===== src/rate_pkg.sv =====
// Purpose: constants for the output rate decoder
// Assumes: divisor codes and prescale as used by the filter core
// Notes:   shared by the decoder, its checker and its bench
package rate_pkg;
	localparam int unsigned PRESCALE       = 128;
	localparam int unsigned CODE_W         = 12;
	localparam int unsigned WORD_W         = 24;
	localparam logic [11:0] CODE_C0_R00    = 12'h187;
	localparam logic [11:0] CODE_C0_R01    = 12'h138;
	localparam logic [11:0] CODE_C0_R10    = 12'h04e;
	localparam logic [11:0] CODE_C0_R11    = 12'h027;
	localparam logic [11:0] CODE_C1_R00    = 12'h180;
	localparam logic [11:0] CODE_C1_R01    = 12'h140;
	localparam logic [11:0] CODE_C1_R10    = 12'h04d;
	localparam logic [11:0] CODE_C1_R11    = 12'h026;
	localparam logic        HOLD_RESET     = 1'h1;
	localparam int unsigned PRE_W          = 7;
	localparam logic [6:0]  PRE_LAST       = 7'h7f;
endpackage


===== src/word_buffer.sv =====
// Purpose: two-entry buffer between filter and reader
// Assumes: same clock on both sides
// Notes:   full only when both entries hold words
`timescale 1ns/100ps
module word_buffer #(
	parameter int unsigned WIDTH = 24
) (
	// clock and reset
	input  wire logic             mclk_i,
	input  wire logic             rst_i,
	// fill side
	input  wire logic             in_valid_i,
	output      logic             in_ready_o,
	input  wire logic [WIDTH-1:0] in_data_i,
	// drain side
	output      logic             out_valid_o,
	input  wire logic             out_ready_i,
	output      logic [WIDTH-1:0] out_data_o
);
	logic [WIDTH-1:0] mem [2];
	logic             rd_ptr;
	logic             wr_ptr;
	logic [1:0]       count;
	logic             next_rd_ptr;
	logic             next_wr_ptr;
	logic [1:0]       next_count;
	logic             do_wr;
	logic             do_rd;

	////////////////////////////////////////////////////////////////
	always_comb begin
		do_wr       = in_valid_i && (count != 2'h2);
		do_rd       = out_ready_i && (count != 2'h0);
		next_wr_ptr = do_wr ? ~wr_ptr : wr_ptr;
		next_rd_ptr = do_rd ? ~rd_ptr : rd_ptr;
		next_count  = count + {1'h0, do_wr} - {1'h0, do_rd};
	end

	always_ff @(posedge mclk_i or posedge rst_i) begin
		if (rst_i) begin
			rd_ptr <= 1'h0;
			wr_ptr <= 1'h0;
			count  <= 2'h0;
		end else begin
			rd_ptr <= next_rd_ptr;
			wr_ptr <= next_wr_ptr;
			count  <= next_count;
		end
	end

	always_ff @(posedge mclk_i) begin
		if (do_wr) begin
			mem[wr_ptr] <= in_data_i;
		end
	end

	assign in_ready_o  = (count != 2'h2);
	assign out_valid_o = (count != 2'h0);
	assign out_data_o  = mem[rd_ptr];
endmodule


===== src/output_rate_decoder.sv =====
// Purpose: paces filter output words at mclk/128/code
// Assumes: select bits and samples come from logic on mclk_i
// Notes:   a boxcar sum stands in for the decimation filter
//          hold clears the counters and the running sum
`timescale 1ns/100ps
// Function
// one output word every 128 times code master clock cycles.
// clock-select 0 maps rate-select 00..11 to 391, 312, 78, 39.
// clock-select 1 maps rate-select 00..11 to 384, 320, 77, 38.
// fuller variant takes the divisor from a programmable filter code.
// host sets clock-select 1 for 2.4576 MHz, 0 for 1 MHz.
// output rate scales directly with the applied master clock.
// filter nulls sit at integer multiples of the output rate.
// hold bit is 1 after reset, blocking ready until cleared.
// ready once per period; divisor count restarts on select change.
module output_rate_decoder
	import rate_pkg::*;
#(
	parameter int unsigned WIDTH    = WORD_W,
	parameter bit          FULL_VAR = 1'b0
) (
	// clock and reset
	input  wire logic              mclk_i,
	input  wire logic              rst_i,
	// configuration
	input  wire logic              clock_select_i,
	input  wire logic              rate_select_high_i,
	input  wire logic              rate_select_low_i,
	input  wire logic [CODE_W-1:0] filter_code_i,
	input  wire logic              hold_set_i,
	input  wire logic              hold_clear_i,
	// filter sample input
	input  wire logic [WIDTH-1:0]  sample_i,
	// result stream
	output      logic              result_ready_output_o,
	input  wire logic              result_take_i,
	output      logic [WIDTH-1:0]  result_data_o,
	// status
	output      logic              filter_hold_bit_o,
	output      logic [CODE_W-1:0] divisor_o,
	output      logic              word_dropped_o
);
	function automatic logic [CODE_W-1:0] decode(input logic clk_sel, input logic [1:0] rs);
		logic [CODE_W-1:0] c;
		c = CODE_C0_R00;
		unique case ({clk_sel, rs})
			3'h0: c = CODE_C0_R00;
			3'h1: c = CODE_C0_R01;
			3'h2: c = CODE_C0_R10;
			3'h3: c = CODE_C0_R11;
			3'h4: c = CODE_C1_R00;
			3'h5: c = CODE_C1_R01;
			3'h6: c = CODE_C1_R10;
			3'h7: c = CODE_C1_R11;
		endcase
		return c;
	endfunction

	// one sum feeds both the register and the pushed word; the register takes zero instead on a push or restart
	function automatic logic [WIDTH-1:0] add_sample(input logic [WIDTH-1:0] sum, input logic [WIDTH-1:0] smp);
		return sum + smp;
	endfunction

	localparam logic [CODE_W-1:0] MIN_CODE = {{(CODE_W - 1){1'h0}}, 1'h1};

	logic [CODE_W-1:0] code;
	logic [CODE_W-1:0] prev_code;
	logic [CODE_W-1:0] next_prev_code;
	logic              code_changed;
	logic              hold;
	logic              next_hold;
	logic [PRE_W-1:0]  pre_cnt;
	logic [PRE_W-1:0]  next_pre_cnt;
	logic              pre_wrap;
	logic [CODE_W-1:0] div_cnt;
	logic [CODE_W-1:0] next_div_cnt;
	logic              restart;
	logic              period_done;
	logic [WIDTH-1:0]  acc;
	logic [WIDTH-1:0]  next_acc;
	logic              dropped;
	logic              next_dropped;
	logic [WIDTH-1:0]  sum_now;
	logic              push_valid;
	logic              push_ready;
	logic              pop_ready;
	logic              buf_valid;

	////////////////////////////////////////////////////////////////
	// divisor selection
	always_comb begin
		if (FULL_VAR) begin
			code = filter_code_i;
		end else begin
			code = decode(clock_select_i, {rate_select_high_i, rate_select_low_i});
		end
		if (code == '0) begin
			code = MIN_CODE; // zero code would wrap to a 4096-step period
		end
	end

	////////////////////////////////////////////////////////////////
	// divisor in use; any change restarts the period
	always_comb begin
		next_prev_code = code;
		code_changed   = (code != prev_code);
	end

	always_ff @(posedge mclk_i or posedge rst_i) begin
		if (rst_i) begin
			prev_code <= '0;
		end else begin
			prev_code <= next_prev_code;
		end
	end

	////////////////////////////////////////////////////////////////
	// hold bit; set wins over clear so a host set is never lost
	always_comb begin
		next_hold = hold;
		if (hold_clear_i) begin
			next_hold = 1'h0;
		end
		if (hold_set_i) begin
			next_hold = 1'h1;
		end
	end

	always_ff @(posedge mclk_i or posedge rst_i) begin
		if (rst_i) begin
			hold <= HOLD_RESET;
		end else begin
			hold <= next_hold;
		end
	end

	////////////////////////////////////////////////////////////////
	// prescaler; all in mclk cycles, so rate tracks mclk
	always_comb begin
		restart      = code_changed || hold;
		pre_wrap     = (pre_cnt == PRE_LAST);
		next_pre_cnt = pre_cnt + 1'h1;
		if (restart) begin
			next_pre_cnt = '0;
		end
	end

	always_ff @(posedge mclk_i or posedge rst_i) begin
		if (rst_i) begin
			pre_cnt <= '0;
		end else begin
			pre_cnt <= next_pre_cnt;
		end
	end

	////////////////////////////////////////////////////////////////
	// divisor count; one step per prescaler wrap
	always_comb begin
		period_done  = pre_wrap && (div_cnt == code - 1'h1);
		next_div_cnt = div_cnt;
		if (pre_wrap) begin
			next_div_cnt = period_done ? '0 : div_cnt + 1'h1;
		end
		if (restart) begin
			next_div_cnt = '0;
		end
	end

	always_ff @(posedge mclk_i or posedge rst_i) begin
		if (rst_i) begin
			div_cnt <= '0;
		end else begin
			div_cnt <= next_div_cnt;
		end
	end

	////////////////////////////////////////////////////////////////
	// boxcar over one period: sinc nulls land at multiples of the rate
	always_comb begin
		sum_now      = add_sample(acc, sample_i);
		next_acc     = sum_now;
		next_dropped = 1'h0;
		push_valid   = period_done && !restart;
		if (restart || period_done) begin
			next_acc = '0;
		end
		if (push_valid && !push_ready) begin
			next_dropped = 1'h1; // reader stalled past both entries
		end
	end

	always_ff @(posedge mclk_i or posedge rst_i) begin
		if (rst_i) begin
			acc     <= '0;
			dropped <= 1'h0;
		end else begin
			acc     <= next_acc;
			dropped <= next_dropped;
		end
	end

	////////////////////////////////////////////////////////////////
	// output buffer; a held filter neither shows nor gives up words
	always_comb begin
		pop_ready = result_take_i && !hold;
	end

	word_buffer #(
		.WIDTH (WIDTH)
	) u_buf (
		.mclk_i      (mclk_i),
		.rst_i       (rst_i),
		.in_valid_i  (push_valid),
		.in_ready_o  (push_ready),
		.in_data_i   (sum_now),
		.out_valid_o (buf_valid),
		.out_ready_i (pop_ready),
		.out_data_o  (result_data_o)
	);

	assign result_ready_output_o = buf_valid && !hold;
	assign filter_hold_bit_o     = hold;
	assign divisor_o             = prev_code;
	assign word_dropped_o        = dropped;
endmodule


===== config.mk =====
export PLATFORM = sky130hd
export DESIGN_NAME = output_rate_decoder
export DESIGN_NICKNAME = d
export VERILOG_FILES = /design/src/rate_pkg.sv /design/src/word_buffer.sv /design/src/output_rate_decoder.sv
export SDC_FILE = /design/constraint.sdc
export NUM_CORES = 1
export LEC_CHECK = 0
export BUFFER_PORTS_ARGS = -buffer_cell sky130_fd_sc_hd__buf_2
export CAP_MARGIN = 20
export CORE_ASPECT_RATIO = 0.8
export CORE_MARGIN = 4
export CORE_UTILIZATION = 50
export CTS_BUF_LIST = sky130_fd_sc_hd__clkbuf_8
export DETAILED_ROUTE_END_ITERATION = 6
export PLACE_DENSITY = 0.71
export SYNTH_ARGS = -nofsm -noshare
export SYNTH_HDL_FRONTEND = slang
export SYNTH_SLANG_ARGS = --single-unit

===== constraint.sdc =====
create_clock -name mclk_i -period 7.6 [get_ports mclk_i]
set_clock_uncertainty 0.05 [all_clocks]
set_input_delay 1.9 -clock mclk_i [delete_from_list [all_inputs] [get_ports mclk_i]]
set_output_delay 1.9 -clock mclk_i [all_outputs]
set_load 0.05 [all_outputs]

Yosys cells after proc, flatten, opt, wreduce, memory -nomap -nowiden
Memory sizes are Yosys's and may differ from the RTL's.
Index checks and enable logic that the tools add are counted.
Widths: inputs -> output; s select.

cells by class
  add/subtract/negate cells = 6
  reduce and logical (&&, ||, !) cells = 16
  mux-type cells = 11
  shift operators = 0
  $mul = 0
  eq/ne operators = 4
  order comparisons = 0
  bitwise operators = 2
  divide/modulo/power cells = 0

operators with widths
  kind                   count
  $mux 12                4
  $add 24x24->24         1
  $mux 24                1
  $add 12x1->12 const B  1
  $eq 12x12->1           1
  $logic_not 12->1       1
  $ne 12x12->1           1
  $sub 12x1->12 const B  1
  $add 7x1->7 const B    1
  $eq 7x7->1 const B     1
  $logic_and 1x1->1      7
  $mux 7                 1
  $reduce_bool 2->1      3
  $mux 1                 5
  $logic_not 1->1        3
  $add 2x1->2            1
  $logic_or 1x1->1       2
  $ne 2x2->1 const B     1
  $not 1->1              2
  $sub 2x1->2            1

word-level totals
  word-level logic and storage cells = 50
  memories kept = 2
  register bits = 61
  input port bits = 44
  RAM bits = 48
  output and inout port bits = 39
  bits in latches = 0
  bits in read-only memories = 72

memory list
  memory            words  bits a word  read ports  clocked after Yosys merged registers in  write ports  RTL line                   RTL
  (name not given)  8      9            1           0                                        0            output_rate_decoder.sv:46  unique case ({clk_sel, rs})
  u_buf.mem         2      24           1           0                                        1            word_buffer.sv:20          logic [WIDTH-1:0] mem [2];

Longest topological paths before layout
An unclocked memory read counts as a cell.

  word-level depth = 10
  depth in mapped cells = 14
  depth with buffers taken out = 12

By module
Synthesis repeated with hierarchy kept, for this count alone.

unflattened totals
  cell total of the unflattened synthesis = 484
  area, all modules = 5739.3 um2

by module, submodules not included
  module               sequential area each (um2)  cells an instance  instances  area an instance (um2)
  output_rate_decoder  1352.5                      391                1          3787.4
  word_buffer          1541.5                      93                 1          1951.9

Worst setup path after synthesis
No wires, ideal clock.

  kind = input-to-reg
  from = in rate_select_high_i
  to = mem u_buf.mem[0][0] (enable)
  required time = 7.084 ns
  data arrival time = 6.520 ns
  setup time = 0.466 ns
  path buffers = 1
  path slack = 0.564 ns
  cell stages on the path = 12
  path through = buf_2 inv_1 ha_1 nand2b_1 nand2_1 ha_1 xnor2_1 or3_1 a22o_1 nor4_4 nand3_2 nor4_1

between the ends
  longest elaborated chain between the ends = 10
  elaborated cells between the ends (all ways) = 13
  those cells by class = add/sub (1); eq/ne (2); mux (3); reduce/logical (6); memory (1)

RTL lines
  what                                                  RTL line                                                RTL
  from (decl)                                           output_rate_decoder.sv:27                               input wire logic rate_select_high_i,
  $mem_v2 8x9 (*)                                       --
  $logic_not 12->1                                      output_rate_decoder.sv:97                               if (code == '0) begin
  $mux 12 (*)                                           output_rate_decoder.sv:97
  $sub 12x1->12 or $ne 12x12->1 (tied branches)         output_rate_decoder.sv:159, output_rate_decoder.sv:106
  $eq 12x12->1 or $logic_or 1x1->1 (tied branches)      output_rate_decoder.sv:159, output_rate_decoder.sv:140
  $logic_and 1x1->1 or $logic_not 1->1 (tied branches)  output_rate_decoder.sv:159, output_rate_decoder.sv:183
  $logic_and 1x1->1 (*)                                 output_rate_decoder.sv:183                              push_valid = period_done && !restart;
  $logic_and 1x1->1 (*)                                 word_buffer.sv:32                                       do_wr = in_valid_i && (count != 2'h2);
  $mux 1 (*)                                            word_buffer.sv:52                                       if (do_wr) begin
  $mux 1 (implied by the code) (*)                      word_buffer.sv:53                                       mem[wr_ptr] <= in_data_i;
  to (decl)                                             word_buffer.sv:20

Mark *: on every way between the ends. The rest lies on a longest branch, timed or not.

Worst setup path after layout
  from = in rate_select_high_i
  to = mem u_buf.mem[1][4] (enable)

The elaborated chain is that of the path after synthesis.

==> metrics.txt <==
number of global-route vias before repair ~4.2k; Iter 0 DRT Violations roughly 270; Finish-stage setup viols 0; cell row count 35; share of the clock period used by the worst path 0.777; Post-CTS Hold Fix Bufs 0; largest buffer count on any clock path 2; total global routing track utilization 0.192; clock latency on the worst-skew pair 0.37 ns; share of final-layout standard cells stronger than drive strength 1 0.218; antenna diode count 0; post-synthesis instance area around 0.0059 mm2; number of antenna-violating nets in the routed design 0; Max VDD drop 0.0845 mV; synthesized area divided by synthesized cell count about 11 um2; maximum number of pins on one net before global-route repair slightly below 60; number of clock sinks 106; routability congestion estimate about 0.84; depth of the CTS H-tree 3; final core utilization 0.569; Synth top area share 0.243; synthesis-stage register bit count 106; Gates resized, CTS repair 0; Max Clk Rate approximately 170 MHz; number of cells in the finished layout apart from fillers 749; Detailed Place HPWL a little over 9 mm; post-synthesis instance total roughly 530; Post-CTS Setup Inserts 0; run status complete, no violations; endpoint type of the worst setup path register; placed insts 733; number of ports placed on the die boundary between 80 and 90; max-capacitance violation count 0; count of flip-flops with a built-in enable after synthesis 48; hold endpoint pre_cnt[0]; fraction of registers with async set or reset after synthesis 0.547; chip height around 110 um; cell type contributing the most total cell area after synthesis edfxtp_1; Hold Crit Depth 1; iteration count of the initial detailed-routing pass 4; shortest clock period the worst path allows after layout roughly 5.9 ns; post-DR wirelength/cell roughly 17 um; Static Leakage 2.96 nW; sequential area share after synthesis 0.488; Tightest Hold Check Type reg -> reg; Cell Pwr Density ~200 mW/mm2; count of buffering cells on the critical path with inverters included 3; die area ~0.014 mm2; Layout area overhead 10.8%; Core Footprint about 0.012 mm2; first-pass GRT wire length roughly 21 mm; Worst EP arrival roughly 5.9 ns; final worst-path setup slack around 1.7 ns; RSZ-0062 raised after global routing no; source of the worst register-to-register timing path div_cnt[8]; Post-Route Setup TNS 0 ns; total grt overflow 0; Unique masters post-synth 71; actual slew at the worst max-slew pin between 0.7 and 0.8 ns; clock transition at the register clock pins on the worst setup and hold paths after CTS 0.10 ns; Total Nets Final between 600 and 700; Worst slew margin 0.482; worst hold-check slack 0.409 ns; vias after detailed routing about 4.2k; worst min-delay path startpoint pre_cnt[0]; Starting Density 0.513; ordered list of cells on the worst path buf_2 -> inv_1 -> ha_1 -> nand2b_1 -> nand2_1 -> ha_1 -> nor2b_1 -> a2111oi_0 -> a21oi_1 -> a211oi_2 -> nand3_2 -> nor3_4 -> and2_1 -> buf_4; Inserted Clock Buffers 9; IO Port Bufs 67; total wirelength of the detailed-routed design 12.5 mm; Critical R2R Capture u_buf.mem[1][4]; critical setup path kind in -> reg; number of antenna violations at the first check in global routing 0; Root Buffer Master clkbuf_8; slowest stage delay, CP 0.59 ns; count of endpoints failing hold in the final timing report 0; Main synth FF type dfrtp_1; reg2reg path depth 8; cell with the most instances after synthesis dfrtp_1; routed vias/inst roughly 5.5; CP required about 7.6 ns; CTS tree built; category of cells accounting for the largest share of critical-path delay simple AND/OR/NAND/NOR gates; library cell contributing the largest single delay on the critical path and2_1; final count of pins violating max slew 0; startpoint kind of the worst setup timing path primary input; cell repeated most along the worst path ha_1; top cells by instance count after synthesis dfrtp_1 (57), edfxtp_1 (48), nor2_1 (37); cell types occupying the most area after synthesis edfxtp_1 (24%), dfrtp_1 (24%), ha_1 (6.7%); DRC violation count after routing 0; worst-case setup slack after placement between 1 and 1.5 ns; largest fanout on the critical path 13; YS warnings 0; R2R setup slack about 4.3 ns; die boundary width roughly 130 um
## how the worst max path moves through the flow
stage	cells past startpoint	slack, ns	to	start
after floorplan	12	0.56	u_buf.mem[0][0]	rate_select_high_i
after global placement	14	1.57	u_buf.mem[1][4]	rate_select_high_i
after detailed placement	14	1.37	u_buf.mem[1][5]	rate_select_high_i
after CTS	14	1.79	u_buf.mem[1][5]	rate_select_high_i
after global routing	14	1.46	u_buf.mem[1][4]	rate_select_high_i
final	14	1.70	u_buf.mem[1][4]	rate_select_high_i
## per-layer routing
metal / global-route usage / wire (um)
met3: 0.0436 / 473
met2: 0.311 / 5980
met4: 0.0542 / 173
met1: 0.258 / 5910
met5: 0 / 0
## cells in the final DEF (no fill, tap or decap), drive strengths merged, types with 3 or more instances in the layout
| cell type | n |
|---|---|
| a2111oi | 3 |
| a211o | 4 |
| a21boi | 3 |
| a21o | 13 |
| a21oi | 19 |
| a31oi | 7 |
| and2 | 5 |
| and3 | 9 |
| buf | 72 |
| clkbuf | 10 |
| clkinv | 4 |
| conb | 3 |
| dfrtp | 57 |
| edfxtp | 48 |
| ha | 32 |
| inv | 28 |
| mux2 | 25 |
| mux2i | 4 |
| nand2 | 21 |
| nand2b | 11 |
| nand3 | 12 |
| nand4 | 9 |
| nand4b | 3 |
| nor2 | 37 |
| nor2b | 28 |
| nor3 | 8 |
| nor3b | 4 |
| nor4 | 5 |
| o211ai | 3 |
| o21a | 7 |
| o21ai | 16 |
| or3 | 3 |
| xnor2 | 30 |
| xor2 | 26 |
## layout make-up
type / instances / area [um2]
fill: 965 / 4980
sequential: 106 / 2890
multi-input combinational: 379 / 2850
timing repair buffer: 72 / 373
tap: 148 / 185
clock buffer: 10 / 138
inverter: 28 / 106
clock inverter: 6 / 33.8
## power by group
| part | internal (W) | switching (W) | total, W |
|---|---|---|---|
| logic | 0.000120 | 0.000248 | 0.000368 |
| registers | 0.000609 | 0.0000212 | 0.000630 |
| clock network | 0.000125 | 0.000190 | 0.000315 |
| total | 0.000854 | 0.000459 | 0.00131 |
## state kept, by name (all words and copies together), names as in the netlist, 2 cells and up
name and flops:
acc 24, div_cnt 12, divisor_o 9, pre_cnt 7, u_buf.count 2, u_buf.mem 48
## cells by family after synthesis
logic type,count (synthesis),synth area share
simple gates,167,0.164
other cells,1,0.000632
flops,106,0.488
fa+ha+maj,33,0.0708
mux,29,0.0548
compound gates,91,0.105
buf+inv,46,0.0348
xor+xnor,56,0.0826
## through the flow
stage	area, um2	power [W]
floorplan	5940	0.000931
global placement	6410	0.00100
detailed placement	6410	0.00101
CTS	6580	0.00133
global route	6580	0.00138
finish	6580	0.00131
Power figures use the tool's default switching activity.
